$ cat config.mk
export PLATFORM = sky130hd
export DESIGN_NAME = ssp_top
export DESIGN_NICKNAME = d
export VERILOG_FILES = /design/src/ssp_pkg.sv /design/src/ssp_top.sv
export SDC_FILE = /design/constraint.sdc
export NUM_CORES = 1
export LEC_CHECK = 0
export BUFFER_PORTS_ARGS = -buffer_cell sky130_fd_sc_hd__buf_4
export CAP_MARGIN = 20
export CORE_MARGIN = 3
export CORE_UTILIZATION = 35
export CTS_CLUSTER_SIZE = 24
export DETAILED_ROUTE_END_ITERATION = 16
export SYNTH_ARGS = -nofsm -noshare
export SYNTH_HDL_FRONTEND = slang
export SYNTH_SLANG_ARGS = --single-unit
$ cat constraint.sdc
create_clock -name pclk -period 2.8 [get_ports pclk]
set_clock_uncertainty 0.1 [all_clocks]
set_input_delay 0.28 -clock pclk [delete_from_list [all_inputs] [get_ports pclk]]
set_output_delay 0.28 -clock pclk [all_outputs]
set_load 0.005 [all_outputs]
$ cat src/ssp_pkg.sv
package ssp_pkg;

	// ==============================================================
	// register map (byte addresses)
	localparam logic [7:0] SSP_OFF_CTRL   = 8'h00;
	localparam logic [7:0] SSP_OFF_BAUD   = 8'h04;
	localparam logic [7:0] SSP_OFF_TXBUF  = 8'h08;
	localparam logic [7:0] SSP_OFF_RXBUF  = 8'h0C;
	localparam logic [7:0] SSP_OFF_STATUS = 8'h10;
	localparam logic [7:0] SSP_OFF_MASK   = 8'h14;
	localparam logic [7:0] SSP_OFF_PORT   = 8'h18;

	// ==============================================================
	// field positions
	localparam int SSP_CTRL_W        = 9;
	localparam int SSP_CTRL_BUSY_BIT = 12;
	localparam int SSP_CTRL_FULL_BIT = 13;
	localparam int SSP_ST_TX_BIT     = 0;
	localparam int SSP_ST_RX_BIT     = 1;
	localparam int SSP_PORT_DIR_LSB  = 4;

	// ==============================================================
	// reset values and widths
	localparam int          SSP_DW        = 16;
	localparam logic [8:0]  SSP_CTRL_RST  = 9'h001;
	localparam logic [15:0] SSP_BAUD_RST  = 16'h0000;
	localparam logic [2:0]  SSP_LATCH_RST = 3'h0;
	localparam logic [2:0]  SSP_DIR_RST   = 3'h0;
	localparam logic [1:0]  SSP_STAT_RST  = 2'h0;
	localparam logic [4:0]  SSP_ECNT_RST  = 5'h00;

	// control register layout
	typedef struct packed {
		logic       port_enable_bit;
		logic       role_select_bit;
		logic       clock_idle_polarity_bit;
		logic       clock_phase_bit;
		logic       msb_first;
		logic [3:0] len_m1;
	} ssp_ctrl_t;

	// pin triple: {sclk, master_out_slave_in, master_in_slave_out}
	typedef struct packed {
		logic sclk;
		logic mosi;
		logic miso;
	} ssp_pins_t;

	typedef enum logic [1:0] {
		SSP_IDLE,
		SSP_START,
		SSP_SHIFT
	} ssp_state_t;

endpackage

$ cat src/ssp_top.sv
`timescale 1ns/1ns
`default_nettype none

module ssp_top import ssp_pkg::*; (
	// apb clock and reset
	input  wire logic        pclk,
	input  wire logic        presetn,
	// apb slave
	input  wire logic        psel,
	input  wire logic        penable,
	input  wire logic        pwrite,
	input  wire logic [7:0]  paddr,
	input  wire logic [31:0] pwdata,
	output logic             pready,
	output logic             pslverr,
	output logic [31:0]      prdata,
	// interrupt
	output logic             irq,
	// serial pins
	input  wire ssp_pins_t   pin_i,
	output ssp_pins_t        pin_o,
	output ssp_pins_t        pin_oe
);

	// ==============================================================
	// decode helpers
	function automatic logic head_bit(input logic [SSP_DW-1:0] s, input logic [3:0] lm1, input logic msb);
		return msb ? s[lm1] : s[0];
	endfunction

	function automatic logic [SSP_DW-1:0] shift_in(input logic [SSP_DW-1:0] s, input logic b,
		input logic [3:0] lm1, input logic msb);
		logic [SSP_DW-1:0] r;
		if (msb) begin
			r = {s[SSP_DW-2:0], b};
		end else begin
			r      = s >> 1;
			r[lm1] = b;
		end
		return r;
	endfunction

	function automatic logic is_reg(input logic [7:0] a, input logic [7:0] off);
		return a == off;
	endfunction

	// ==============================================================
	// state
	ssp_ctrl_t         ctrl_r, ctrl_nxt;
	logic [15:0]       baud_r, baud_nxt;
	logic [15:0]       bcnt_r, bcnt_nxt;
	logic [2:0]        latch_r, latch_nxt;
	logic [2:0]        dir_r, dir_nxt;
	logic [SSP_DW-1:0] txbuf_r, txbuf_nxt;
	logic              tx_full_r, tx_full_nxt;
	logic [SSP_DW-1:0] rxbuf_r, rxbuf_nxt;
	logic [SSP_DW-1:0] sr_r, sr_nxt;
	logic              out_r, out_nxt;
	logic              inbit_r, inbit_nxt;
	logic              sclk_r, sclk_nxt;
	logic [4:0]        ecnt_r, ecnt_nxt;
	ssp_state_t        st_r, st_nxt;
	logic              busy_r, busy_nxt;
	logic [1:0]        stat_r, stat_nxt;
	logic [1:0]        mask_r, mask_nxt;
	logic [31:0]       prdata_r, prdata_nxt;
	ssp_pins_t         sync1_r, sync2_r;
	logic              sclk_d_r;

	logic              en, master, tick, sclk_edge, edge_go, is_sample, last_edge;
	logic              din, bit_in, tx_evt, rx_evt, wr_acc, rd_acc, mapped;
	logic [SSP_DW-1:0] sr_tmp;

	assign en     = ctrl_r.port_enable_bit;
	assign master = ctrl_r.role_select_bit;

	// ==============================================================
	// pin input synchronisers
	always_ff @(posedge pclk or negedge presetn) begin
		if (!presetn) begin
			sync1_r  <= '1;
			sync2_r  <= '1;
			sclk_d_r <= 1'b1;
		end else begin
			sync1_r  <= pin_i;
			sync2_r  <= sync1_r;
			sclk_d_r <= sync2_r.sclk;
		end
	end

	assign sclk_edge = sync2_r.sclk != sclk_d_r;
	assign din       = master ? sync2_r.miso : sync2_r.mosi;
	// baud tick every reload+1 cycles gives one clock half period
	assign tick      = bcnt_r == 16'h0000;
	assign edge_go   = master ? tick : sclk_edge;
	// phase 0 samples even (leading) edges, phase 1 odd (trailing)
	assign is_sample = ecnt_r[0] == ctrl_r.clock_phase_bit;
	assign last_edge = ecnt_r == {ctrl_r.len_m1, 1'b1};
	assign bit_in    = is_sample ? din : inbit_r;
	assign sr_tmp    = shift_in(sr_r, bit_in, ctrl_r.len_m1, ctrl_r.msb_first);

	// ==============================================================
	// transfer engine
	always_comb begin
		bcnt_nxt    = (!en || tick) ? baud_r : 16'(bcnt_r - 16'h0001);
		st_nxt      = st_r;
		sr_nxt      = sr_r;
		out_nxt     = out_r;
		inbit_nxt   = inbit_r;
		sclk_nxt    = sclk_r;
		ecnt_nxt    = ecnt_r;
		busy_nxt    = busy_r;
		tx_full_nxt = tx_full_r;
		rxbuf_nxt   = rxbuf_r;
		tx_evt      = 1'b0;
		rx_evt      = 1'b0;
		if (!en) begin
			st_nxt   = SSP_IDLE;
			busy_nxt = 1'b0;
			ecnt_nxt = SSP_ECNT_RST;
			// next polarity, so the clock is already idle in the first enabled cycle
			sclk_nxt = ctrl_nxt.clock_idle_polarity_bit;
		end else begin
			case (st_r)
				SSP_IDLE: begin
					if (tx_full_r) begin
						sr_nxt      = txbuf_r;
						tx_full_nxt = 1'b0;
						busy_nxt    = 1'b1;
						tx_evt      = 1'b1;
						ecnt_nxt    = SSP_ECNT_RST;
						if (master) begin
							st_nxt = SSP_START;
						end else begin
							out_nxt = head_bit(txbuf_r, ctrl_r.len_m1, ctrl_r.msb_first);
							st_nxt  = SSP_SHIFT;
						end
					end else if (!master && sclk_edge && sync2_r.sclk != ctrl_r.clock_idle_polarity_bit) begin
						// slave with nothing loaded still exchanges its old register
						busy_nxt = 1'b1;
						st_nxt   = SSP_SHIFT;
						ecnt_nxt = 5'h01;
						if (is_sample) begin
							inbit_nxt = din;
						end
					end
				end
				SSP_START: begin
					if (tick) begin
						out_nxt = head_bit(sr_r, ctrl_r.len_m1, ctrl_r.msb_first);
						st_nxt  = SSP_SHIFT;
						if (ctrl_r.clock_phase_bit) begin
							sclk_nxt = ~sclk_r;
							ecnt_nxt = 5'h01;
						end
					end
				end
				SSP_SHIFT: begin
					if (edge_go) begin
						if (master) begin
							sclk_nxt = ~sclk_r;
						end
						if (is_sample) begin
							inbit_nxt = din;
						end
						if (last_edge) begin
							rxbuf_nxt = sr_tmp;
							rx_evt    = 1'b1;
							ecnt_nxt  = SSP_ECNT_RST;
							if (tx_full_r) begin
								// back-to-back frame, no gap on the line
								sr_nxt      = txbuf_r;
								out_nxt     = head_bit(txbuf_r, ctrl_r.len_m1, ctrl_r.msb_first);
								tx_full_nxt = 1'b0;
								tx_evt      = 1'b1;
							end else begin
								sr_nxt   = sr_tmp;
								busy_nxt = 1'b0;
								st_nxt   = SSP_IDLE;
							end
						end else begin
							ecnt_nxt = 5'(ecnt_r + 5'h01);
							if (!is_sample && ecnt_r != SSP_ECNT_RST) begin
								sr_nxt  = sr_tmp;
								out_nxt = head_bit(sr_tmp, ctrl_r.len_m1, ctrl_r.msb_first);
							end
						end
					end
				end
				default: begin
					st_nxt = SSP_IDLE;
				end
			endcase
		end
		// a new transmit write always wins over the engine's take
		if (wr_acc && is_reg(paddr, SSP_OFF_TXBUF)) begin
			tx_full_nxt = 1'b1;
		end
	end

	always_ff @(posedge pclk or negedge presetn) begin
		if (!presetn) begin
			bcnt_r    <= SSP_BAUD_RST;
			st_r      <= SSP_IDLE;
			sr_r      <= '0;
			out_r     <= 1'b1;
			inbit_r   <= 1'b0;
			sclk_r    <= 1'b1;
			ecnt_r    <= SSP_ECNT_RST;
			busy_r    <= 1'b0;
			tx_full_r <= 1'b0;
			rxbuf_r   <= '0;
		end else begin
			bcnt_r    <= bcnt_nxt;
			st_r      <= st_nxt;
			sr_r      <= sr_nxt;
			out_r     <= out_nxt;
			inbit_r   <= inbit_nxt;
			sclk_r    <= sclk_nxt;
			ecnt_r    <= ecnt_nxt;
			busy_r    <= busy_nxt;
			tx_full_r <= tx_full_nxt;
			rxbuf_r   <= rxbuf_nxt;
		end
	end

	// ==============================================================
	// apb register file
	assign wr_acc  = psel && penable && pwrite;
	assign rd_acc  = psel && penable && !pwrite;
	assign mapped  = is_reg(paddr, SSP_OFF_CTRL) || is_reg(paddr, SSP_OFF_BAUD) ||
		is_reg(paddr, SSP_OFF_TXBUF) || is_reg(paddr, SSP_OFF_RXBUF) ||
		is_reg(paddr, SSP_OFF_STATUS) || is_reg(paddr, SSP_OFF_MASK) || is_reg(paddr, SSP_OFF_PORT);
	assign pready  = 1'b1;
	assign pslverr = psel && penable && !mapped;
	assign prdata  = prdata_r;

	always_comb begin
		ctrl_nxt   = ctrl_r;
		baud_nxt   = baud_r;
		txbuf_nxt  = txbuf_r;
		mask_nxt   = mask_r;
		latch_nxt  = latch_r;
		dir_nxt    = dir_r;
		prdata_nxt = prdata_r;
		stat_nxt   = stat_r;
		if (rd_acc && is_reg(paddr, SSP_OFF_STATUS)) begin
			stat_nxt = SSP_STAT_RST;
		end
		// set beats the read clear in the same cycle
		if (tx_evt) begin
			stat_nxt[SSP_ST_TX_BIT] = 1'b1;
		end
		if (rx_evt) begin
			stat_nxt[SSP_ST_RX_BIT] = 1'b1;
		end
		if (wr_acc) begin
			if (is_reg(paddr, SSP_OFF_CTRL)) begin
				ctrl_nxt = ssp_ctrl_t'(pwdata[SSP_CTRL_W-1:0]);
				// a 1-bit frame is not supported; clamp to 2 bits
				if (pwdata[3:0] == 4'h0) begin
					ctrl_nxt.len_m1 = 4'h1;
				end
			end
			if (is_reg(paddr, SSP_OFF_BAUD) && !en) begin
				baud_nxt = pwdata[15:0];
			end
			if (is_reg(paddr, SSP_OFF_TXBUF)) begin
				txbuf_nxt = pwdata[SSP_DW-1:0];
			end
			if (is_reg(paddr, SSP_OFF_MASK)) begin
				mask_nxt = pwdata[1:0];
			end
			if (is_reg(paddr, SSP_OFF_PORT)) begin
				latch_nxt = pwdata[2:0];
				dir_nxt   = pwdata[SSP_PORT_DIR_LSB+2:SSP_PORT_DIR_LSB];
			end
		end
		// read data captured in the setup cycle
		if (psel && !penable && !pwrite) begin
			prdata_nxt = 32'h0000_0000;
			case (paddr)
				SSP_OFF_CTRL: begin
					prdata_nxt[SSP_CTRL_W-1:0]   = ctrl_r;
					prdata_nxt[SSP_CTRL_BUSY_BIT] = busy_r;
					prdata_nxt[SSP_CTRL_FULL_BIT] = tx_full_r;
				end
				SSP_OFF_BAUD: begin
					prdata_nxt[15:0] = en ? bcnt_r : baud_r;
				end
				SSP_OFF_TXBUF: begin
					prdata_nxt[SSP_DW-1:0] = txbuf_r;
				end
				SSP_OFF_RXBUF: begin
					prdata_nxt[SSP_DW-1:0] = rxbuf_r;
				end
				SSP_OFF_STATUS: begin
					prdata_nxt[1:0] = stat_r;
				end
				SSP_OFF_MASK: begin
					prdata_nxt[1:0] = mask_r;
				end
				SSP_OFF_PORT: begin
					prdata_nxt[2:0]                                 = latch_r;
					prdata_nxt[SSP_PORT_DIR_LSB+2:SSP_PORT_DIR_LSB] = dir_r;
				end
				default: begin
					prdata_nxt = 32'h0000_0000;
				end
			endcase
		end
	end

	always_ff @(posedge pclk or negedge presetn) begin
		if (!presetn) begin
			ctrl_r   <= ssp_ctrl_t'(SSP_CTRL_RST);
			baud_r   <= SSP_BAUD_RST;
			txbuf_r  <= '0;
			mask_r   <= SSP_STAT_RST;
			stat_r   <= SSP_STAT_RST;
			latch_r  <= SSP_LATCH_RST;
			dir_r    <= SSP_DIR_RST;
			prdata_r <= 32'h0000_0000;
		end else begin
			ctrl_r   <= ctrl_nxt;
			baud_r   <= baud_nxt;
			txbuf_r  <= txbuf_nxt;
			mask_r   <= mask_nxt;
			stat_r   <= stat_nxt;
			latch_r  <= latch_nxt;
			dir_r    <= dir_nxt;
			prdata_r <= prdata_nxt;
		end
	end

	assign irq = |(stat_r & mask_r);

	// ==============================================================
	// pin control: unused alternate outputs idle high so the latch rules
	always_comb begin
		pin_o.sclk = latch_r[0] & ((en && master) ? sclk_r : 1'b1);
		pin_o.mosi = latch_r[1] & ((en && master) ? out_r : 1'b1);
		pin_o.miso = latch_r[2] & ((en && !master) ? out_r : 1'b1);
		// direction is software's: role hand-over and slave select do not flip it
		pin_oe.sclk = dir_r[0];
		pin_oe.mosi = dir_r[1];
		pin_oe.miso = dir_r[2];
	end

endmodule

`default_nettype wire

==> impl_results.md, run 1 <==
* Register area at 3370 um2
* Unique cell type count in the Yosys netlist at 66
* Final Max Slew Viols at 0
* Required @ worst endpoint at 3.04 ns
* Failing checks: setup timing
* Vias at 6110
* Layout cell share with drive strength beyond 1 at 0.284
* CTS buffer count at 17
* Endpoints failing setup at 2
* Later-pin clock latency in the skew report at 0.43 ns
* Worst hold endpoint: dir_r[2]
* Die H at 153 um
* Post-synth EDFFs at 0
* Detailed Place HPWL at 15300 um
* Fin util at 0.434
* Root Buffer: clkbuf_16
* CP Data Arrival Time at 3.05 ns
* Clk slew on worst S/H paths at 0.07 ns
* # diodes at 0
* Leak at 4.17 nW
* Pwr per Cell Area at 544 nW/um2
* Critical Path Max Stage Delay at 0.54 ns
* Path depth of the worst reg2reg path at 7
* Most common cell after layout, fill and taps aside: dfrtp_1
* # rows at 53
* IO Port Bufs at 55
* GRT busiest layer: met2
* Largest net degree at the start of global routing at 60
* FMAX at 357 MHz
* CP max-delay cell: or4_4
* Worst vdd rail ir drop at 0.353 mV
* Max-Cap Viols at 0
* Dominant cell type by area after synthesis: dfrtp_1
* HP Class: in2reg
* FFs w/ async S/R, synth at 1.00
* GRT overflow at 0
* Unrepaired setup endpoints after global routing: true
* Status: finished with violations
* First-pass GRT wire length at 33700 um
* Setup TNS at -0.00599 ns
* Multi-input logic area at 3950 um2
* Fillers at 2016
* Period utilisation layout at 1.00
* Worst r2r src: bcnt_r[9]
* Yosys warnings at 0
* Worst reg2reg path endpoint: ecnt_r[3]
* Final instance area at 9170 um2
* Most frequent cells in the layout: dfrtp_1, nand2_1, buf_4, mux2_2, o21ai_0
* Die area at 23500 um2
* I/O pin cnt at 89
* Vias in the first global route at 5918
* H-tree Lvls at 4
* Met3 Resource Use GR at 0.0382
* Post-synthesis sequential area ratio at 0.443
* Initial antenna violation count at 0
* Hold_sp: pwdata[6]
* Total global routing track utilization at 0.181
* Critical path fanouts, max at 7
* Met1 usage at 0.263
* Setup ws final at -0.00356 ns
* Max_slew headroom at 0.428
* Routing usage on met2 at 0.280
* Synth top area share at 0.409
* Core ar. at 21200 um2
* Via density at 5.45
* FF+latch count, synth at 134
* Final hold viol count at 0
* Crit path kind: reg2reg
* Synthesized netlist cell count at 754
* Most common flop cell mapped by yosys: dfrtp_1
* CTS tree: done
* Period minus WS final at 2.80 ns
* Drt first pass iters at 7
* CP Launch Type: register
* Worst-path cell chain: or4_4, or4_4, o41a_1, o31ai_4, nor3b_2, a21oi_1, o22ai_1
* Most frequent CP cell: or4_4
* Area Growth Syn to Fin at 20.8%
* Synth area leaders: dfrtp_1, mux2_2, nand2_1
* CP Capture Type: register
* Routed wire length at 21100 um
* Die W at 153 um
* Clk sinks at 134
* Avg WL per Cell at 18.8 um
* Tightest Pin Transition at 0.855 ns
* Initial Utilization at 0.359
* Placed cell area at 8440 um2
* Nets@finish at 889
* RePlAce Congestion at 0.858
* Synthesized area per cell at 10.1 um2
* Longest Clk Path Bufs at 2
* DRC Markers at 0
* Routed Antenna Nets at 0
* Hold Path Depth at 2
* Post-Syn Area at 7590 um2
* Reg2Reg Setup Slack at -0.004 ns
* Drt first-iter violations at 435
-- Yosys cell counts (all sizes together), types with 2 or more instances --
library cell / number
dfrtp: 124
nand2: 105
mux2: 75
o21ai: 66
nor2: 57
a21oi: 34
buf: 30
clkbuf: 29
mux2i: 28
inv: 14
xnor2: 14
nor3: 12
a222oi: 11
a31oi: 11
dfstp: 10
mux4: 10
nand3: 10
a221oi: 8
ha: 8
a22o: 7
nand2b: 7
xor2: 7
and3: 6
o31ai: 6
nor2b: 5
o21a: 5
a21boi: 4
nand4: 4
nor3b: 4
o211ai: 4
or2: 4
a211oi: 3
a21o: 3
a31o: 3
conb: 2
nor4: 2
o211a: 2
o22ai: 2
o41ai: 2
or3b: 2
or4: 2
-- layout make-up --
cell class | count | area share
sequential | 134 | 0.367
inverter | 14 | 0.00573
multi-input combinational | 562 | 0.430
clock buffer | 18 | 0.0479
clock inverter | 14 | 0.0156
tap | 275 | 0.0375
timing repair buffer | 104 | 0.0962
-- cells by family (layout without fill, tap and decap cells) --
kind of cell	count (synthesis)	in the layout	share of synthesized area
adders and majority gates	8	8	0.0132
buffers and inverters	73	150	0.0485
and+or+nand+nor	224	224	0.135
AOI/OAI and AO/OA	179	179	0.156
muxes	113	113	0.179
other	2	17	0.000989
DFF	134	134	0.443
xor gates and xnor gates	21	21	0.0242
-- worst max-delay path: cells and delay by family (launching register included) --
family             cells  cell delay, ns
AOI/OAI and AO/OA      4            0.96
DFF                    1            0.38
and+or+nand+nor        3            1.27
-- registers in the layout, indices dropped and copies added (netlist names), 5 cells and up --
register and flops:
baud_r 16, bcnt_r 16, prdata 16, rxbuf_r 16, sr_r 16, txbuf_r 16, ctrl_r 7, ecnt_r 5
-- per-stage QoR --
stage | power [mW] | instances | hold WS [ns] | setup slack [ns]
5_1_grt | 5.20 | 1121 | 0.0207 | -0.0695
2_1_floorplan | 2.54 | 769 | -0.116 | 0.0959
6_report | 4.99 | 1121 | 0.0313 | -0.00356
4_1_cts | 5.03 | 1119 | 0.0180 | 0.00151
3_3_place_gp | 2.80 | 1076 | 0.155 | 0.0205
3_5_place_dp | 2.80 | 1076 | 0.157 | 0.0126
-- timing repair --
item,4_1_cts,5_1_grt
endpoints found under the setup margin,2,20
setup buffers,0,2
hold buffers,11,0
pin swaps,0,4
gates resized for setup,1,8
endpoints found under the hold margin,58,0
-- report_power, final --
group | leakage (nW) | internal, mW | switching [mW]
Combinational | 2.09 | 0.283 | 0.328
Sequential | 1.80 | 2.04 | 0.134
Clock | 0.281 | 1.27 | 0.934
-- layer usage --
layer	vias up	wire, um
met5	-	0
met4	0	207
met3	20	1130
met2	180	9880
met1	3060	9870
li1	2850	-
-- worst max path at each step --
stage                     depth (start not counted)   endpoint  startpoint  slack [ns]
after global placement                            7   sr_r[15]   bcnt_r[9]        0.02
after global routing                              7  ecnt_r[3]   bcnt_r[9]       -0.07
after detailed placement                          7    sr_r[0]   bcnt_r[9]        0.01
final                                             7  ecnt_r[3]   bcnt_r[9]      -0.004
after floorplan                                   7    sr_r[0]   bcnt_r[9]         0.1
after CTS                                         7  ecnt_r[3]   bcnt_r[9]       0.002
No activity file was read; power rests on OpenSTA's default activity.
==> run 2: changes to the inputs <==
--- a/config.mk
+++ b/config.mk
@@ -5,12 +5,14 @@
 export SDC_FILE = /design/constraint.sdc
 export NUM_CORES = 1
 export LEC_CHECK = 0
+export ABC_AREA = 1
 export BUFFER_PORTS_ARGS = -buffer_cell sky130_fd_sc_hd__buf_4
 export CAP_MARGIN = 20
 export CORE_MARGIN = 3
 export CORE_UTILIZATION = 35
 export CTS_CLUSTER_SIZE = 24
 export DETAILED_ROUTE_END_ITERATION = 16
+export SKIP_LAST_GASP = 1
 export SYNTH_ARGS = -nofsm -noshare
 export SYNTH_HDL_FRONTEND = slang
 export SYNTH_SLANG_ARGS = --single-unit
==> run 2 against run 1 <==
The flow now finishes without violations. Total power fell by 8.4%. Sequential share of layout area is 0.43 points higher. Critical path depth increased by 7. Via count is 15% higher. Maximum frequency is 11% higher. Final cell count up 23%. Count of clock-buffer cells in the layout increased by 1.
==> impl_results.md, run 2 <==
* Met3 Resource Use GR at 0.0353 (-0.00297)
* Core ar. at 21400 um2 (+0.94%)
* I/O pin cnt at 89 (unchanged)
* Period minus WS final at 2.52 ns (-0.287 ns)
* Nets@finish at 1147 (+29%)
* Vias in the first global route at 6684 (+13%)
* FFs w/ async S/R, synth at 1.00 (unchanged)
* Status: finished clean
* Register area at 3370 um2 (unchanged)
* Yosys warnings at 0 (unchanged)
* Post-synthesis compound-gate area fraction at 0.182 (+0.0267)
* Drt first pass iters at 5 (-2)
* Top-count cell post-synth: nand2_1
* Synth area leaders: dfrtp_1, nand2_1, o21ai_0
* Commonest cells post-synth: nand2_1, o21ai_0, dfrtp_1
* Dominant cell type by area after synthesis: dfrtp_1
* Most frequent cells in the layout: nand2_1, o21ai_0, dfrtp_1, inv_1, buf_4
* CTS tree: done
* GRT busiest layer: met2
* Total global routing track utilization at 0.196 (+0.0148)
* Synth top area share at 0.401 (-0.00806)
* Worst r2r src: bcnt_r[10]
* Max-Cap Viols at 0 (unchanged)
* Leak at 4.29 nW (+2.9%)
* Die H at 155 um (+0.96%)
* IO Port Bufs at 55 (unchanged)
* Combinational family with the most area after synthesis: simple AND/OR/NAND/NOR gates
* # diodes at 0 (unchanged)
* Fillers at 2206 (+9.4%)
* Initial antenna violation count at 0 (unchanged)
* CP Capture Type: register
* Final Max Slew Viols at 0 (unchanged)
* Die area at 23900 um2 (+1.9%)
* Worst vdd rail ir drop at 0.394 mV (+12%)
* Post-Syn Area at 7740 um2 (+2.0%)
* Routed wire length at 23000 um (+9.0%)
* Post-synthesis xor/xnor area fraction at 0.0158 (-0.00839)
* Avg WL per Cell at 16.7 um (-11%)
* Drt first-iter violations at 626 (+44%)
* Unique cell type count in the Yosys netlist at 54 (-18%)
* CTS buffer count at 17 (unchanged)
* Post-synth EDFFs at 0 (unchanged)
* Critical Path Max Stage Delay at 0.43 ns (-0.11 ns)
* Crit path kind: reg2reg
* Required @ worst endpoint at 3.05 ns (about the same)
* H-tree Lvls at 4 (unchanged)
* Most common flop cell mapped by yosys: dfrtp_1
* Area share of fa/ha/maj cells after synthesis at 0.0129 (-0.000260)
* Clk slew on worst S/H paths at 0.06 ns (about the same)
* Initial Utilization at 0.363 (+0.00380)
* # placed instances at 1342 (+25%)
* Final hold viol count at 0 (unchanged)
* Post-Synth Simple-Gate Area at 0.242 (+0.107)
* Routed Antenna Nets at 0 (unchanged)
* HP Class: in2reg
* Clk sinks at 134 (unchanged)
* Post-synthesis mux area share at 0.00291 (-0.176)
* CP Launch Type: register
* Area Growth Syn to Fin at 17.1%
* Later-pin clock latency in the skew report at 0.43 ns (about the same)
* Root Buffer: clkbuf_16
* First-pass GRT wire length at 36800 um (+9.4%)
* GRT overflow at 0 (unchanged)
* Endpoints failing setup at 0 (-2)
* Largest net degree at the start of global routing at 71 (+18%)
* Max_slew headroom at 0.515 (+0.0870)
* Synthesized area per cell at 7.50 um2 (-25%)
* Layout cell share with drive strength beyond 1 at 0.143 (-0.140)
* FMAX at 397 MHz (+11%)
* Worst-path cell chain: nor2_1, nand2_1, nor4_4, nand4_1, nand2_1, nand2_1, nand2_1, nand2_1, nor2_4, inv_2, nor2_8, buf_4, nor2_1, a21oi_2
* CP startpoint: bcnt_r[10]
* FF+latch count, synth at 134 (unchanged)
* Most common cell after layout, fill and taps aside: nand2_1
* CP Data Arrival Time at 2.77 ns (-0.28 ns)
* Hold_sp: pwdata[12]
* Via density at 5.12 (-6.0%)
* CP max-delay cell: dfrtp_1
* RePlAce Congestion at 0.896 (+4.5%)
* Non-filler cells, final at 1378 (+23%)
* Unrepaired setup endpoints after global routing: false
* Die W at 155 um (+0.96%)
* Longest Clk Path Bufs at 2 (unchanged)
* Total power at 4.57 mW (-8.4%)
* # rows at 53 (unchanged)
* Synthesized netlist cell count at 1032 (+37%)
* Period utilisation layout at 0.899 (-0.102)
* Pwr per Cell Area at 504 nW/um2 (-7.4%)
* Tightest Pin Transition at 0.726 ns (-0.129 ns)
* Detailed Place HPWL at 17400 um (+13%)
* Hold WS at 0.0223 ns (-0.00907 ns)
* Met1 usage at 0.285 (+0.0219)
* Post-synthesis sequential area ratio at 0.435 (-0.00874)
* Critical path fanouts, max at 13 (+6)
* Most frequent CP cell: nand2_1
* Routing usage on met2 at 0.301 (+0.0213)
* Vias at 7057 (+15%)
* DRC Markers at 0 (unchanged)
* Setup TNS at 0 ns (+0.00599 ns)
* Multi-input logic area at 3600 um2 (-8.8%)
[run 2: final timing paths]
path,end,slack [ns],depth (start not counted)
min reg2reg,sync2_r[2],0.25,0
max in group asynchronous,sync2_r[0],1.49,3
min in group asynchronous,baud_r[11],0.31,2
max reg2reg,sr_r[0],0.28,14
max,sr_r[0],0.28,14
min,txbuf_r[12],0.02,3
[run 2: final cells by class]
| type | instances | area share |
|---|---|---|
| Multi-Input combinational cell | 722 | 0.397 |
| Sequential cell | 134 | 0.371 |
| Timing Repair Buffer | 85 | 0.0760 |
| Inverter | 131 | 0.0544 |
| Clock buffer | 19 | 0.0500 |
| Tap cell | 275 | 0.0379 |
| Clock inverter | 12 | 0.0135 |
[run 2: report_power, final]
part           switching [mW]  internal (mW)  total [mW]
clock network           0.907           1.27        2.18
registers              0.0417           1.98        2.02
logic                   0.229          0.132       0.361
total                    1.18           3.39        4.57
[run 2: through the flow]
stage,setup WS (ns),area (um2),utilization
floorplan,0.872,7800,-
global placement,0.315,8440,0.395
detailed placement,0.264,8440,0.395
CTS,0.235,9050,0.424
global route,0.0306,9070,0.425
finish,0.283,9070,0.425
[run 2: worst max-delay path: cells and delay by family, from the launching register on]
kind | cells | cell delay [ns]
and+or+nand+nor | 11 | 1.47
DFF | 1 | 0.43
AOI/OAI and AO/OA | 1 | 0.10
buffers and inverters | 2 | 0.32
[run 2: what timing repair did]
item,4_1_cts,5_1_grt
setup buffers,0,1
hold buffers,4,0
hold endpoints to repair,68,0
gates resized for setup,0,1
endpoints found under the setup margin,0,2
[run 2: layer usage]
metal  share of wire  wire (um)
met2            0.46      10500
met5               0          0
met3           0.066       1520
met4           0.014        317
met1            0.46      10600
[run 2: cells by family (layout without fill, tap and decap cells)]
| family | Yosys count | after routing |
|---|---|---|
| AND/OR/NAND/NOR | 434 | 434 |
| AO/OA/AOI/OAI | 247 | 247 |
| buffers and inverters | 191 | 247 |
| flip-flops | 134 | 134 |
| XOR/XNOR | 14 | 14 |
| adder cells (fa/ha/maj) | 8 | 8 |
| other | 2 | 17 |
| multiplexers | 2 | 2 |
